File: config.mk
export PLATFORM = sky130hd
export DESIGN_NAME = ctcs_core
export DESIGN_NICKNAME = d
export VERILOG_FILES = /design/src/common/ctcs_pkg.sv /design/src/common/ctcs_pins_if.sv /design/src/ctcs_sync.sv /design/src/ctcs_prescale.sv /design/src/ctcs_core.sv
export SDC_FILE = /design/constraint.sdc
export NUM_CORES = 1
export LEC_CHECK = 0
export ABC_AREA = 1
export BUFFER_PORTS_ARGS = -buffer_cell sky130_fd_sc_hd__buf_4
export CORE_UTILIZATION = 40
export DETAILED_ROUTE_END_ITERATION = 6
export GPL_ROUTABILITY_DRIVEN = 0
export HOLD_SLACK_MARGIN = 0.08
export SETUP_SLACK_MARGIN = 0.2
export SLEW_MARGIN = 20
export SYNTH_ARGS = -nofsm -noshare
export SYNTH_HDL_FRONTEND = slang
export SYNTH_HIERARCHICAL = 1
export SYNTH_SLANG_ARGS = --single-unit
File: constraint.sdc
create_clock -name ref_clk -period 2.2 [get_ports ref_clk]
set_clock_uncertainty 0.15 [all_clocks]
set_input_delay 0.11 -clock ref_clk [delete_from_list [all_inputs] [get_ports ref_clk]]
set_output_delay 0.11 -clock ref_clk [all_outputs]
set_load 0.01 [all_outputs]
File: src/common/ctcs_pkg.sv
// Purpose: constants shared by the counter/timer command and status block
// Assumes: one 10 MHz processor clock, registers reached by a select code
// Notes: select codes and bit positions inside the 8-bit registers are fixed here
package ctcs_pkg;

  // register select codes
  localparam logic [1:0] SEL_CMD_STATUS   = 2'h0;
  localparam logic [1:0] SEL_CONFIG       = 2'h1;
  localparam logic [1:0] SEL_RELOAD_VALUE = 2'h2;
  localparam logic [1:0] SEL_CUR_COUNT    = 2'h3;

  // command/status fields
  localparam int CMD_ENABLE_POS   = 7;
  localparam int CMD_GATE_POS     = 6;
  localparam int CMD_TRIGGER_POS  = 5;
  localparam int CMD_ACTIVE_POS   = 2;
  localparam int CMD_TERMINAL_POS = 1;
  localparam int CMD_OVERRUN_POS  = 0;

  // configuration fields
  localparam int CFG_CONT_POS      = 7;
  localparam int CFG_RETRIG_POS    = 6;
  localparam int CFG_IRQ_EN_POS    = 5;
  localparam int CFG_CASCADE_POS   = 4;
  localparam int CFG_PIN_EO_POS    = 3;
  localparam int CFG_PIN_CT_POS    = 2;
  localparam int CFG_PIN_GATE_POS  = 1;
  localparam int CFG_PIN_TRIG_POS  = 0;

  // reset values
  localparam logic [7:0]  CMD_RESET    = 8'h00;
  localparam logic [7:0]  CFG_RESET    = 8'h00;
  localparam logic [15:0] RELOAD_RESET = 16'h0000;
  localparam logic [15:0] COUNT_RESET  = 16'h0000;

  // timing
  localparam int         CLOCK_HZ        = 10_000_000;
  localparam int         PRESCALE_RATIO  = 4;
  localparam logic [1:0] PRESCALE_LAST   = 2'(PRESCALE_RATIO - 1);

endpackage

File: src/common/ctcs_pins_if.sv
// Purpose: carries synchronised line levels and the scaled clock tick to the core
// Assumes: all members change on ref_clk only
// Notes: no clocking block, plain nets between the three modules
`timescale 1ns/1ps
`default_nettype none
interface ctcs_pins_if;
  logic inLvl;
  logic ioLvl;
  logic scaleTick;

  modport syncSide (output inLvl, output ioLvl);
  modport divSide  (output scaleTick);
  modport coreSide (input inLvl, input ioLvl, input scaleTick);
endinterface
`default_nettype wire

File: src/ctcs_sync.sv
// Purpose: two-stage synchroniser for the timer input and I/O lines
// Assumes: raw lines are asynchronous to ref_clk
// Notes: first stage feeds only the second stage
`timescale 1ns/1ps
`default_nettype none
module ctcs_sync
  import ctcs_pkg::*;
(
  input  wire logic          ref_clk,
  input  wire logic          reset_n,
  input  wire logic [1:0]    rawLines,
  ctcs_pins_if.syncSide      pins
);
  typedef struct packed {
    logic [1:0] meta;
    logic [1:0] stable;
  } ctcs_sync_type;

  ctcs_sync_type syncState_r;
  ctcs_sync_type syncState_nxt;

  always_comb begin
    syncState_nxt        = syncState_r;
    syncState_nxt.meta   = rawLines;
    syncState_nxt.stable = syncState_r.meta;
  end

  always_ff @(posedge ref_clk or negedge reset_n) begin
    if (!reset_n) begin
      syncState_r <= '0;
    end else begin
      syncState_r <= syncState_nxt;
    end
  end

  assign pins.inLvl = syncState_r.stable[0];
  assign pins.ioLvl = syncState_r.stable[1];
endmodule // ctcs_sync
`default_nettype wire

File: src/ctcs_prescale.sv
// Purpose: one-cycle tick at the processor clock divided by four
// Assumes: free running from reset release
// Notes: tick is a registered enable, never a derived clock
`timescale 1ns/1ps
`default_nettype none
module ctcs_prescale
  import ctcs_pkg::*;
(
  input  wire logic          ref_clk,
  input  wire logic          reset_n,
  ctcs_pins_if.divSide       pins
);
  typedef struct packed {
    logic [1:0] phase;
    logic       tick;
  } ctcs_div_type;

  ctcs_div_type divState_r;
  ctcs_div_type divState_nxt;

  always_comb begin
    divState_nxt       = divState_r;
    divState_nxt.phase = divState_r.phase + 2'h1;
    divState_nxt.tick  = (divState_r.phase == PRESCALE_LAST);
  end

  always_ff @(posedge ref_clk or negedge reset_n) begin
    if (!reset_n) begin
      divState_r <= '0;
    end else begin
      divState_r <= divState_nxt;
    end
  end

  assign pins.scaleTick = divState_r.tick;
endmodule // ctcs_prescale
`default_nettype wire

File: src/ctcs_core.sv
// Purpose: command, status and count holding of one 16-bit down-counter/timer
// Assumes: software reaches registers through a select code and write strobe
// Notes: read data appears one clock after the select, from a flip-flop
`timescale 1ns/1ps
`default_nettype none
module ctcs_core
  import ctcs_pkg::*;
(
  input  wire logic          ref_clk,
  input  wire logic          reset_n,
  input  wire logic [1:0]    regSel,
  input  wire logic          regWrEn,
  input  wire logic [15:0]   regWrData,
  output logic      [15:0]   regRdData,
  input  wire logic          timerInLine,
  input  wire logic          timerIoIn,
  output logic               timerIoOut,
  output logic               timerIoOe_n,
  output logic               timerOut,
  output logic               irqReq
);

  typedef struct packed {
    logic [15:0] reload;
    logic [15:0] count;
    logic [7:0]  cfg;
    logic        enable;
    logic        softGate;
    logic        softTrig;
    logic        termFlag;
    logic        overFlag;
    logic        enablePrev;
    logic        softTrigPrev;
    logic        triggered;
    logic        done;
    logic        inPrev;
    logic        trigLinePrev;
    logic        outLvl;
    logic [15:0] rdData;
  } ctcs_core_type;

  ctcs_core_type st_r;
  ctcs_core_type st_nxt;

  ctcs_pins_if pins ();

  ctcs_sync u_sync (
    .ref_clk  (ref_clk),
    .reset_n  (reset_n),
    .rawLines ({timerIoIn, timerInLine}),
    .pins     (pins.syncSide)
  );

  ctcs_prescale u_prescale (
    .ref_clk (ref_clk),
    .reset_n (reset_n),
    .pins    (pins.divSide)
  );

  // pin assignment decode
  logic pinEo;
  logic pinCt;
  logic pinGate;
  logic pinTrig;
  logic modeReserved;
  logic contMode;
  logic retrigEn;
  logic irqEn;
  logic gateLine;
  logic trigLine;
  logic hwGateOk;
  logic gateOk;
  logic countTick;
  logic enableRise;
  logic softTrigRise;
  logic hwTrigRise;
  logic trigEvt;
  logic trigTakes;
  logic running;
  logic termEvt;
  logic countActive;
  logic [7:0] cmdStatusView;

  always_comb begin
    pinEo        = st_r.cfg[CFG_PIN_EO_POS];
    pinCt        = st_r.cfg[CFG_PIN_CT_POS];
    pinGate      = st_r.cfg[CFG_PIN_GATE_POS];
    pinTrig      = st_r.cfg[CFG_PIN_TRIG_POS];
    contMode     = st_r.cfg[CFG_CONT_POS];
    retrigEn     = st_r.cfg[CFG_RETRIG_POS];
    irqEn        = st_r.cfg[CFG_IRQ_EN_POS];
    // output plus counter plus gate or trigger has no defined pin meaning
    modeReserved = pinEo && pinCt && (pinGate || pinTrig);
    // which line carries gate and trigger
    if (pinEo) begin
      gateLine = pins.inLvl;
      trigLine = pins.inLvl;
    end else if (pinCt) begin
      gateLine = pins.ioLvl;
      trigLine = pins.ioLvl;
    end else begin
      gateLine = pins.ioLvl;
      trigLine = pins.inLvl;
    end
  end

  always_comb begin
    hwGateOk     = !pinGate || gateLine;
    // soft gate filters the hardware gate in every mode
    gateOk       = st_r.softGate && hwGateOk;
    // counter mode counts input edges, timer mode the divided clock
    countTick    = pinCt ? (pins.inLvl && !st_r.inPrev) : pins.scaleTick;
    // only a 0-to-1 change acts, a repeated one is ignored
    enableRise   = st_r.enable && !st_r.enablePrev;
    softTrigRise = st_r.softTrig && !st_r.softTrigPrev;
    hwTrigRise   = trigLine && !st_r.trigLinePrev;
    trigEvt      = pinTrig && (softTrigRise || hwTrigRise);
    // an ignored retrigger must not steal a count tick
    trigTakes    = trigEvt && !modeReserved && (!st_r.triggered || retrigEn);
    running      = st_r.enable && !enableRise && st_r.triggered && !st_r.done && !modeReserved;
    termEvt      = running && !trigTakes && gateOk && countTick && (st_r.count <= 16'h0001);
    countActive  = running && (st_r.count != 16'h0000);
  end

  always_comb begin
    cmdStatusView                   = 8'h00;
    cmdStatusView[CMD_ENABLE_POS]   = st_r.enable;
    cmdStatusView[CMD_GATE_POS]     = st_r.softGate;
    cmdStatusView[CMD_TRIGGER_POS]  = st_r.softTrig;
    cmdStatusView[CMD_ACTIVE_POS]   = countActive;
    cmdStatusView[CMD_TERMINAL_POS] = st_r.termFlag;
    cmdStatusView[CMD_OVERRUN_POS]  = st_r.overFlag;
  end

  always_comb begin
    st_nxt              = st_r;
    st_nxt.enablePrev   = st_r.enable;
    st_nxt.softTrigPrev = st_r.softTrig;
    st_nxt.inPrev       = pins.inLvl;
    st_nxt.trigLinePrev = trigLine;

    // software writes; the active flag has no storage and ignores them
    if (regWrEn) begin
      unique case (regSel)
        SEL_CMD_STATUS: begin
          st_nxt.enable   = regWrData[CMD_ENABLE_POS];
          st_nxt.softGate = regWrData[CMD_GATE_POS];
          st_nxt.softTrig = regWrData[CMD_TRIGGER_POS];
          st_nxt.termFlag = regWrData[CMD_TERMINAL_POS];
          st_nxt.overFlag = regWrData[CMD_OVERRUN_POS];
        end
        SEL_CONFIG: begin
          st_nxt.cfg = regWrData[7:0];
        end
        SEL_RELOAD_VALUE: begin
          st_nxt.reload = regWrData;
        end
        SEL_CUR_COUNT: begin
          // count is read-only, loaded only from the reload value
        end
      endcase
    end

    if (!st_r.enable) begin
      // disabled: mirror the reload value, no counting
      st_nxt.count     = st_r.reload;
      st_nxt.triggered = 1'b0;
      st_nxt.done      = 1'b0;
      // static port use through the reload value
      st_nxt.outLvl    = (st_r.reload == 16'h0000);
    end else if (enableRise) begin
      // start on the edge after enable rises
      st_nxt.count     = st_r.reload;
      st_nxt.triggered = !pinTrig;
      st_nxt.done      = 1'b0;
      st_nxt.outLvl    = 1'b0;
    end else if (trigTakes) begin
      if (!st_r.triggered) begin
        // first trigger loads and starts the countdown
        st_nxt.count     = st_r.reload;
        st_nxt.triggered = 1'b1;
        st_nxt.done      = 1'b0;
      end else if (retrigEn) begin
        // later triggers only reload when retrigger is on
        st_nxt.count  = st_r.reload;
        st_nxt.done   = 1'b0;
        st_nxt.outLvl = 1'b0;
      end
    end else if (running && gateOk && countTick) begin
      if (termEvt) begin
        if (contMode) begin
          // continuous: restart from the reload value
          st_nxt.count  = st_r.reload;
          st_nxt.outLvl = !st_r.outLvl;
        end else begin
          // single cycle: park at zero until re-enabled or retriggered
          st_nxt.count  = 16'h0000;
          st_nxt.done   = 1'b1;
          st_nxt.outLvl = 1'b1;
        end
      end else begin
        st_nxt.count = st_r.count - 16'h0001;
      end
    end

    // hardware sets override a same-cycle software clear
    if (termEvt) begin
      st_nxt.termFlag = 1'b1;
      if (st_r.termFlag) begin
        st_nxt.overFlag = 1'b1;
      end
    end

    // read data registered so the port comes from a flip-flop
    unique case (regSel)
      SEL_CMD_STATUS:   st_nxt.rdData = {8'h00, cmdStatusView};
      SEL_CONFIG:       st_nxt.rdData = {8'h00, st_r.cfg};
      SEL_RELOAD_VALUE: st_nxt.rdData = st_r.reload;
      SEL_CUR_COUNT:    st_nxt.rdData = st_r.count;
    endcase
  end

  always_ff @(posedge ref_clk or negedge reset_n) begin
    if (!reset_n) begin
      st_r        <= '0;
      st_r.cfg    <= CFG_RESET;
      st_r.reload <= RELOAD_RESET;
      st_r.count  <= COUNT_RESET;
      st_r.enable <= CMD_RESET[CMD_ENABLE_POS];
    end else begin
      st_r <= st_nxt;
    end
  end

  // the I/O line becomes an output only when output generation is selected
  assign timerIoOe_n = !(pinEo && !modeReserved);
  assign timerIoOut  = st_r.outLvl;
  assign timerOut    = st_r.outLvl;
  // level request held while the terminal flag stands
  assign irqReq      = irqEn && st_r.termFlag;
  assign regRdData   = st_r.rdData;

endmodule // ctcs_core
`default_nettype wire

## Yosys cells after proc, flatten, opt, wreduce, memory -nomap -nowiden

Index checks and enable logic that the tools add are counted.

- Flip-flop bits (word level): 75
- Input port bits: 23
- Output and inout port bits: 20
- Logic and storage cells: 119

- $lt $le $gt $ge: 1
- Add/sub/neg operators: 2
- Equality and inequality tests: 11
- Reductions and logical operators: 52
- Mux-type cells: 33

Operators with widths:

| kind | number |
|---|---|
| 16-bit two-way mux | 8 |
| 16-bit one-hot mux with 4 select lines | 1 |
| 1-bit logical AND | 23 |
| 1-bit two-way mux | 19 |
| 16-bit by 1-bit <= comparator with 1-bit output, second input constant | 1 |
| 16-bit zero test | 1 |
| 16-bit nonzero test | 1 |
| 16-bit by 1-bit subtractor with 16-bit output, second input constant | 1 |
| 1-bit zero test | 13 |
| 2-bit two-way mux | 5 |
| 2-bit AND reduction | 5 |
| 4-bit by 1-bit != test with 1-bit output, second input constant | 2 |
| 4-bit != test, second input constant | 2 |
| 4-bit AND reduction | 2 |
| 2-bit equality test, second input constant | 3 |
| 5-bit != test, second input constant | 1 |
| 1-bit logical OR | 4 |
| 4-bit by 2-bit != test with 1-bit output, second input constant | 1 |
| 2-bit nonzero test | 2 |
| 3-bit by 1-bit != test with 1-bit output, second input constant | 1 |
| 2-bit by 1-bit adder with 2-bit output, second input constant | 1 |
| 2-bit by 1-bit equality test with 1-bit output, second input constant | 1 |
| 2-bit zero test | 1 |

## Longest topological paths before layout

- Word-level depth: 17
- Mapped depth: 13

## Modules after synthesis

Netlist, hierarchy kept.

Modules (own cells, without submodules):

| module | instances | area an instance (sq um) | sequential area each (sq um) | cells an instance |
|---|---|---|---|---|
| ctcs_core | 1 | 3965.1 | 1701.6 | 538 |
| ctcs_sync | 1 | 100.1 | 100.1 | 4 |
| ctcs_prescale | 1 | 91.3 | 75.1 | 5 |

## Worst setup path before layout

Ideal clock, no wire load.

- Kind: register to register
- Start point: register st_r[36] (netlist bit)
- End point: register st_r (netlist bit timerIoOut)
- Buffers on the path: 1
- Stages on the path, launching flop included: 11
- Data arrival time: 1.493 ns
- Slack: 0.439 ns
- Period minus slack after synthesis: 1.761 ns
- Cells stage by stage: dfrtp_1 -> inv_1 -> ha_1 -> nand2_1 -> nand2_1 -> nand2_1 -> nor2_2 -> nand3_2 -> buf_4 -> nand4_1 -> nand2_1

- Longest elaborated chain between the ends: 4

RTL lines:

| item | RTL line | source |
|---|---|---|
| start, declared | ctcs_core.sv:42 | `ctcs_core_type st_r;` |
| start signal, assigned | ctcs_core.sv:231 | `st_r <= st_nxt;` |
| 16-bit by 1-bit <= comparator with 1-bit output | ctcs_core.sv:121 | `termEvt = running && !trigTakes && gateOk && countTick && (st_r.count <= 16'h0001);` |
| 1-bit logical AND | ctcs_core.sv:121 |  |
| 4-bit by 1-bit != test with 1-bit output (no line) | -- |  |
| 4-bit AND reduction (no line) | -- |  |

Every way passes these cells.
A chain may end at the register's enable or synchronous reset.

## Final worst setup path

- Start point: register st_r (netlist bit pinEo)
- End point: register st_r[49] (netlist bit)

- Longest elaborated chain between the ends: 16
- Elaborated cells between the ends (all ways): 28
- Those cells by class: eq/ne: 2; mux: 7; reduce/logical: 19

RTL lines:

| item | RTL line | source |
|---|---|---|
| 1-bit two-way mux | ctcs_core.sv:95 | `if (pinEo) begin` |
| 1-bit logical AND | ctcs_core.sv:116 | `hwTrigRise = trigLine && !st_r.trigLinePrev;` |
| 1-bit logical OR | ctcs_core.sv:117 | `trigEvt = pinTrig && (softTrigRise \|\| hwTrigRise);` |
| 1-bit logical AND | ctcs_core.sv:117 |  |
| 1-bit logical AND (2 in series) | ctcs_core.sv:119 | `trigTakes = trigEvt && !modeReserved && (!st_r.triggered \|\| retrigEn);` |
| 1-bit zero test | ctcs_core.sv:121 |  |
| 1-bit logical AND (4 in series) | ctcs_core.sv:121 |  |
| 16-bit two-way mux | ctcs_core.sv:190 | `if (termEvt) begin` |
| 16-bit two-way mux | ctcs_core.sv:189 | `end else if (running && gateOk && countTick) begin` |
| 16-bit two-way mux | ctcs_core.sv:177 | `end else if (trigTakes) begin` |
| 16-bit two-way mux | ctcs_core.sv:171 | `end else if (enableRise) begin` |
| 16-bit two-way mux | ctcs_core.sv:164 | `if (!st_r.enable) begin` |

Parallel ways exist; a longest one is shown, timed or not. The select of a mux whose other input is x is not followed.

==> results.cfg <==
[global_routing]
grt-ovfl-total = 0
via_count_of_the_first_global_routing_pass = 3812
grt_antenna_before_repair = 0
globalRouteTotalUtil_pct = 22.4
grt_start_max_net_pins = 40
global_route_wire_length_before_repair_mm = 19.1

[pwr]
power_frac_seq_pct = 47.3
ir_worst_vdd_v = 0.000341
leakagePower_nw = 2.57
power.share.switching_pct = 37.3
proportion_of_power_drawn_by_the_clock_network_pct = 24.9
power.combinational.fraction_pct = 27.8
switchingPower_mw = 1.47
power_density_mw_per_mm2 = 779
cellInternalPower_mw = 2.47

[final_layout]
area_delta_synth_final_pct = 21.6
drive_gt1_share_pct = 19.3
layout_commonest_cell = sky130_fd_sc_hd__nand2_1
most-common-layout-cells = sky130_fd_sc_hd__nand2_1 (187), sky130_fd_sc_hd__dfrtp_1 (73), sky130_fd_sc_hd__buf_4 (62), sky130_fd_sc_hd__inv_1 (58), sky130_fd_sc_hd__nand3_1 (40)
layout.nets = 638
antenna-diode-count = 0

[routing]
ant_nets = 0
first_iteration_detailed_routing_drc_count = 331
routed-wl-met2_mm = 5.41
topRoutingLayerUsed = met4
totalWireLength_mm = 11.6
drc = 0
met3_length_um = 716
vias_cell = 5.04
dr.pass1.iters = 5
final_routed_wire_length_divided_by_cell_count_um = 15.5
met1Wirelength_mm = 5.15
vias = 3782

[die]
core-area_sq_mm = 0.00991
initial_core_utilization_pct = 41.9
die_y_um = 104
num_rows = 36
floorplan.die.width_um = 104
num_io_pins = 43
die_area_sq_mm = 0.0108

[logic_synthesis]
synth.yosys.warnings = 6
synthesis.nets = 573
average_size_of_a_mapped_cell_sq_um = 7.60
synth_cell_types = 38
yosys_register_bits = 75
synthesized_instance_count = 547
post_synth_instance_area_sq_mm = 0.00416
synth_sequential_area_ratio_pct = 45.2

[sta]
maxClockFrequency_mhz = 531
finalWorstSetupSlack_ns = 0.318
fin_tns_setup_ns = 0
period_utilization_post_route_pct = 85.6
slew_headroom_pct = 64.9
final_hold_viol_count = 0
report.final.setup_viol = 0
rsz_0062_raised_after_global_routing = true
timing.final.max_slew_violations = 0
final.hold.worst_slack_ns = 0.104
worstMarginPinSlew_ns = 0.526
fin_crit_ns = 1.88

[setup_path]
worstPathMaxFanout = 12
endpoint_kind = flop
rr_startpoint = pinEo
arrival_ns = 1.98
critical_path_required_ns = 2.30
rr_worst_depth = 9
timing.setup.critical_path_class = reg2reg
setup.worst_path.start = pinEo
worstSetupStartpointType = flop

[min_path]
min_from = regSel[1]
whs_path_depth = 4
hp-class = in2reg

[clocking]
total_cts_buffers = 9
clock_tree.htree_level_count = 3
root_buffer = sky130_fd_sc_hd__clkbuf_8
tritoncts_clock_tree = yes
ctsLongestPathBuffers = 2
worstSkewPairLatency_ns = 0.35
cts_num_sinks = 75
path_clk_slew_ns = 0.09

[status]
outcome = complete, no violations

[placement]
count_of_buffers_from_port_buffering = 42
detailedPlace.worstSlack_ns = 0.239
detailedPlacementHpwl_mm = 8.23

[run]
maxCapViolations = 0
[cells in the mapped netlist, drive strengths merged]
master	count	area (sq um)
o22ai	1	6.26
o2111ai	4	35.0
buf	28	208
nand3b	1	7.51
a31oi	1	6.26
nand4	21	131
o21ai	29	145
nand2	195	754
xnor2	2	17.5
mux2	2	22.5
nor4	1	6.26
xor2	8	70.1
a21oi	7	35.0
inv	66	248
a22o	1	8.76
o21bai	1	7.51
clkbuf	5	18.8
nor2	46	230
nor3	3	20.0
o221ai	2	17.5
nand3	43	238
ha	3	37.5
clkinv	2	8.75
dfrtp	75	1880
[path summary, 6_finish.rpt]
path                                endpoint  slack [ns]
max                                 st_r[49]        0.32
min                            regRdData[14]        0.10
max reg2reg                         st_r[49]        0.32
min reg2reg                u_sync/pins.inLvl        0.20
max in group asynchronous   cmdStatusView[1]        1.16
min in group asynchronous           st_r[54]        0.13
[kinds of logic after synthesis]
logic type	Yosys count	synth area share, %
buffers and inverters	101	11.6
AO/OA/AOI/OAI	46	6.29
flip-flops	75	45.2
multiplexers	2	0.542
adder cells (fa/ha/maj)	3	0.903
AND/OR/NAND/NOR	310	33.4
XOR/XNOR	10	2.11
[state kept, by name, summed over array words and instances (netlist names)]
| signal | cells |
|---|---|
| u_sync/pins.ioLvl | 1 |
| timerIoOut | 1 |
| pinTrig | 1 |
| pinEo | 1 |
| cmdStatusView | 5 |
| pinCt | 1 |
| irqEn | 1 |
| regRdData | 16 |
| u_sync/pins.inLvl | 1 |
| u_prescale/divState_r | 2 |
| retrigEn | 1 |
| u_sync/syncState_nxt | 2 |
| contMode | 1 |
| u_prescale/pins.scaleTick | 1 |
| st_r | 39 |
| pinGate | 1 |
[routing by layer]
| metal | vias to the layer above | GRT usage (%) |
|---|---|---|
| li1 | 1844 | - |
| met1 | 1765 | 29.6 |
| met2 | 149 | 36.7 |
| met3 | 24 | 3.20 |
| met4 | 0 | 9.69 |
| met5 | - | 0 |
[repair_timing]
item,CTS,global route
hold buffers,21,0
setup buffers,0,4
endpoints found under the hold margin,107,0
gates resized for setup,0,16
setup endpoints to repair,0,19
[metrics by stage]
| stage | area (sq um) | util [%] | power, mW | cells |
|---|---|---|---|---|
| floorplan | 4160 | - | 2.53 | 547 |
| global placement | 4560 | 46.0 | 2.89 | 707 |
| detailed placement | 4560 | 46.0 | 2.89 | 707 |
| CTS | 4950 | 49.9 | 3.91 | 744 |
| global route | 5060 | 51.0 | 4.19 | 750 |
| finish | 5060 | 51.0 | 3.94 | 750 |
[area by class of cell]
class                   instances  area, sq um
inverters                      68          256
well taps                     133          166
repair buffers                 85          707
flip-flops and latches         75         1880
clock inverters                 6         48.8
fillers                       952         4850
multi-input cells             373         1870
clock buffers                  10          128
[power by group through the flow]
stage / registers [mW] / clock network (mW) / logic (mW)
after global routing: 1.89 / 1.05 / 1.24
after floorplan: 1.78 / 0 / 0.750
after detailed placement: 1.87 / 0 / 1.02
final: 1.86 / 0.980 / 1.10
after global placement: 1.88 / 0 / 1.01
after CTS: 1.85 / 1.01 / 1.06
[critical path: stages (launching register included)]
cell,delay [ns]
sky130_fd_sc_hd__dfrtp_2,0.46
sky130_fd_sc_hd__nand2_1,0.13
sky130_fd_sc_hd__inv_2,0.06
sky130_fd_sc_hd__nor3_2,0.25
sky130_fd_sc_hd__nand2_4,0.15
sky130_fd_sc_hd__buf_4,0.21
sky130_fd_sc_hd__nand3_1,0.17
sky130_fd_sc_hd__nand2_1,0.09
sky130_fd_sc_hd__nand3_1,0.07
sky130_fd_sc_hd__nand2_1,0.05
Power figures use the tool's default switching activity.
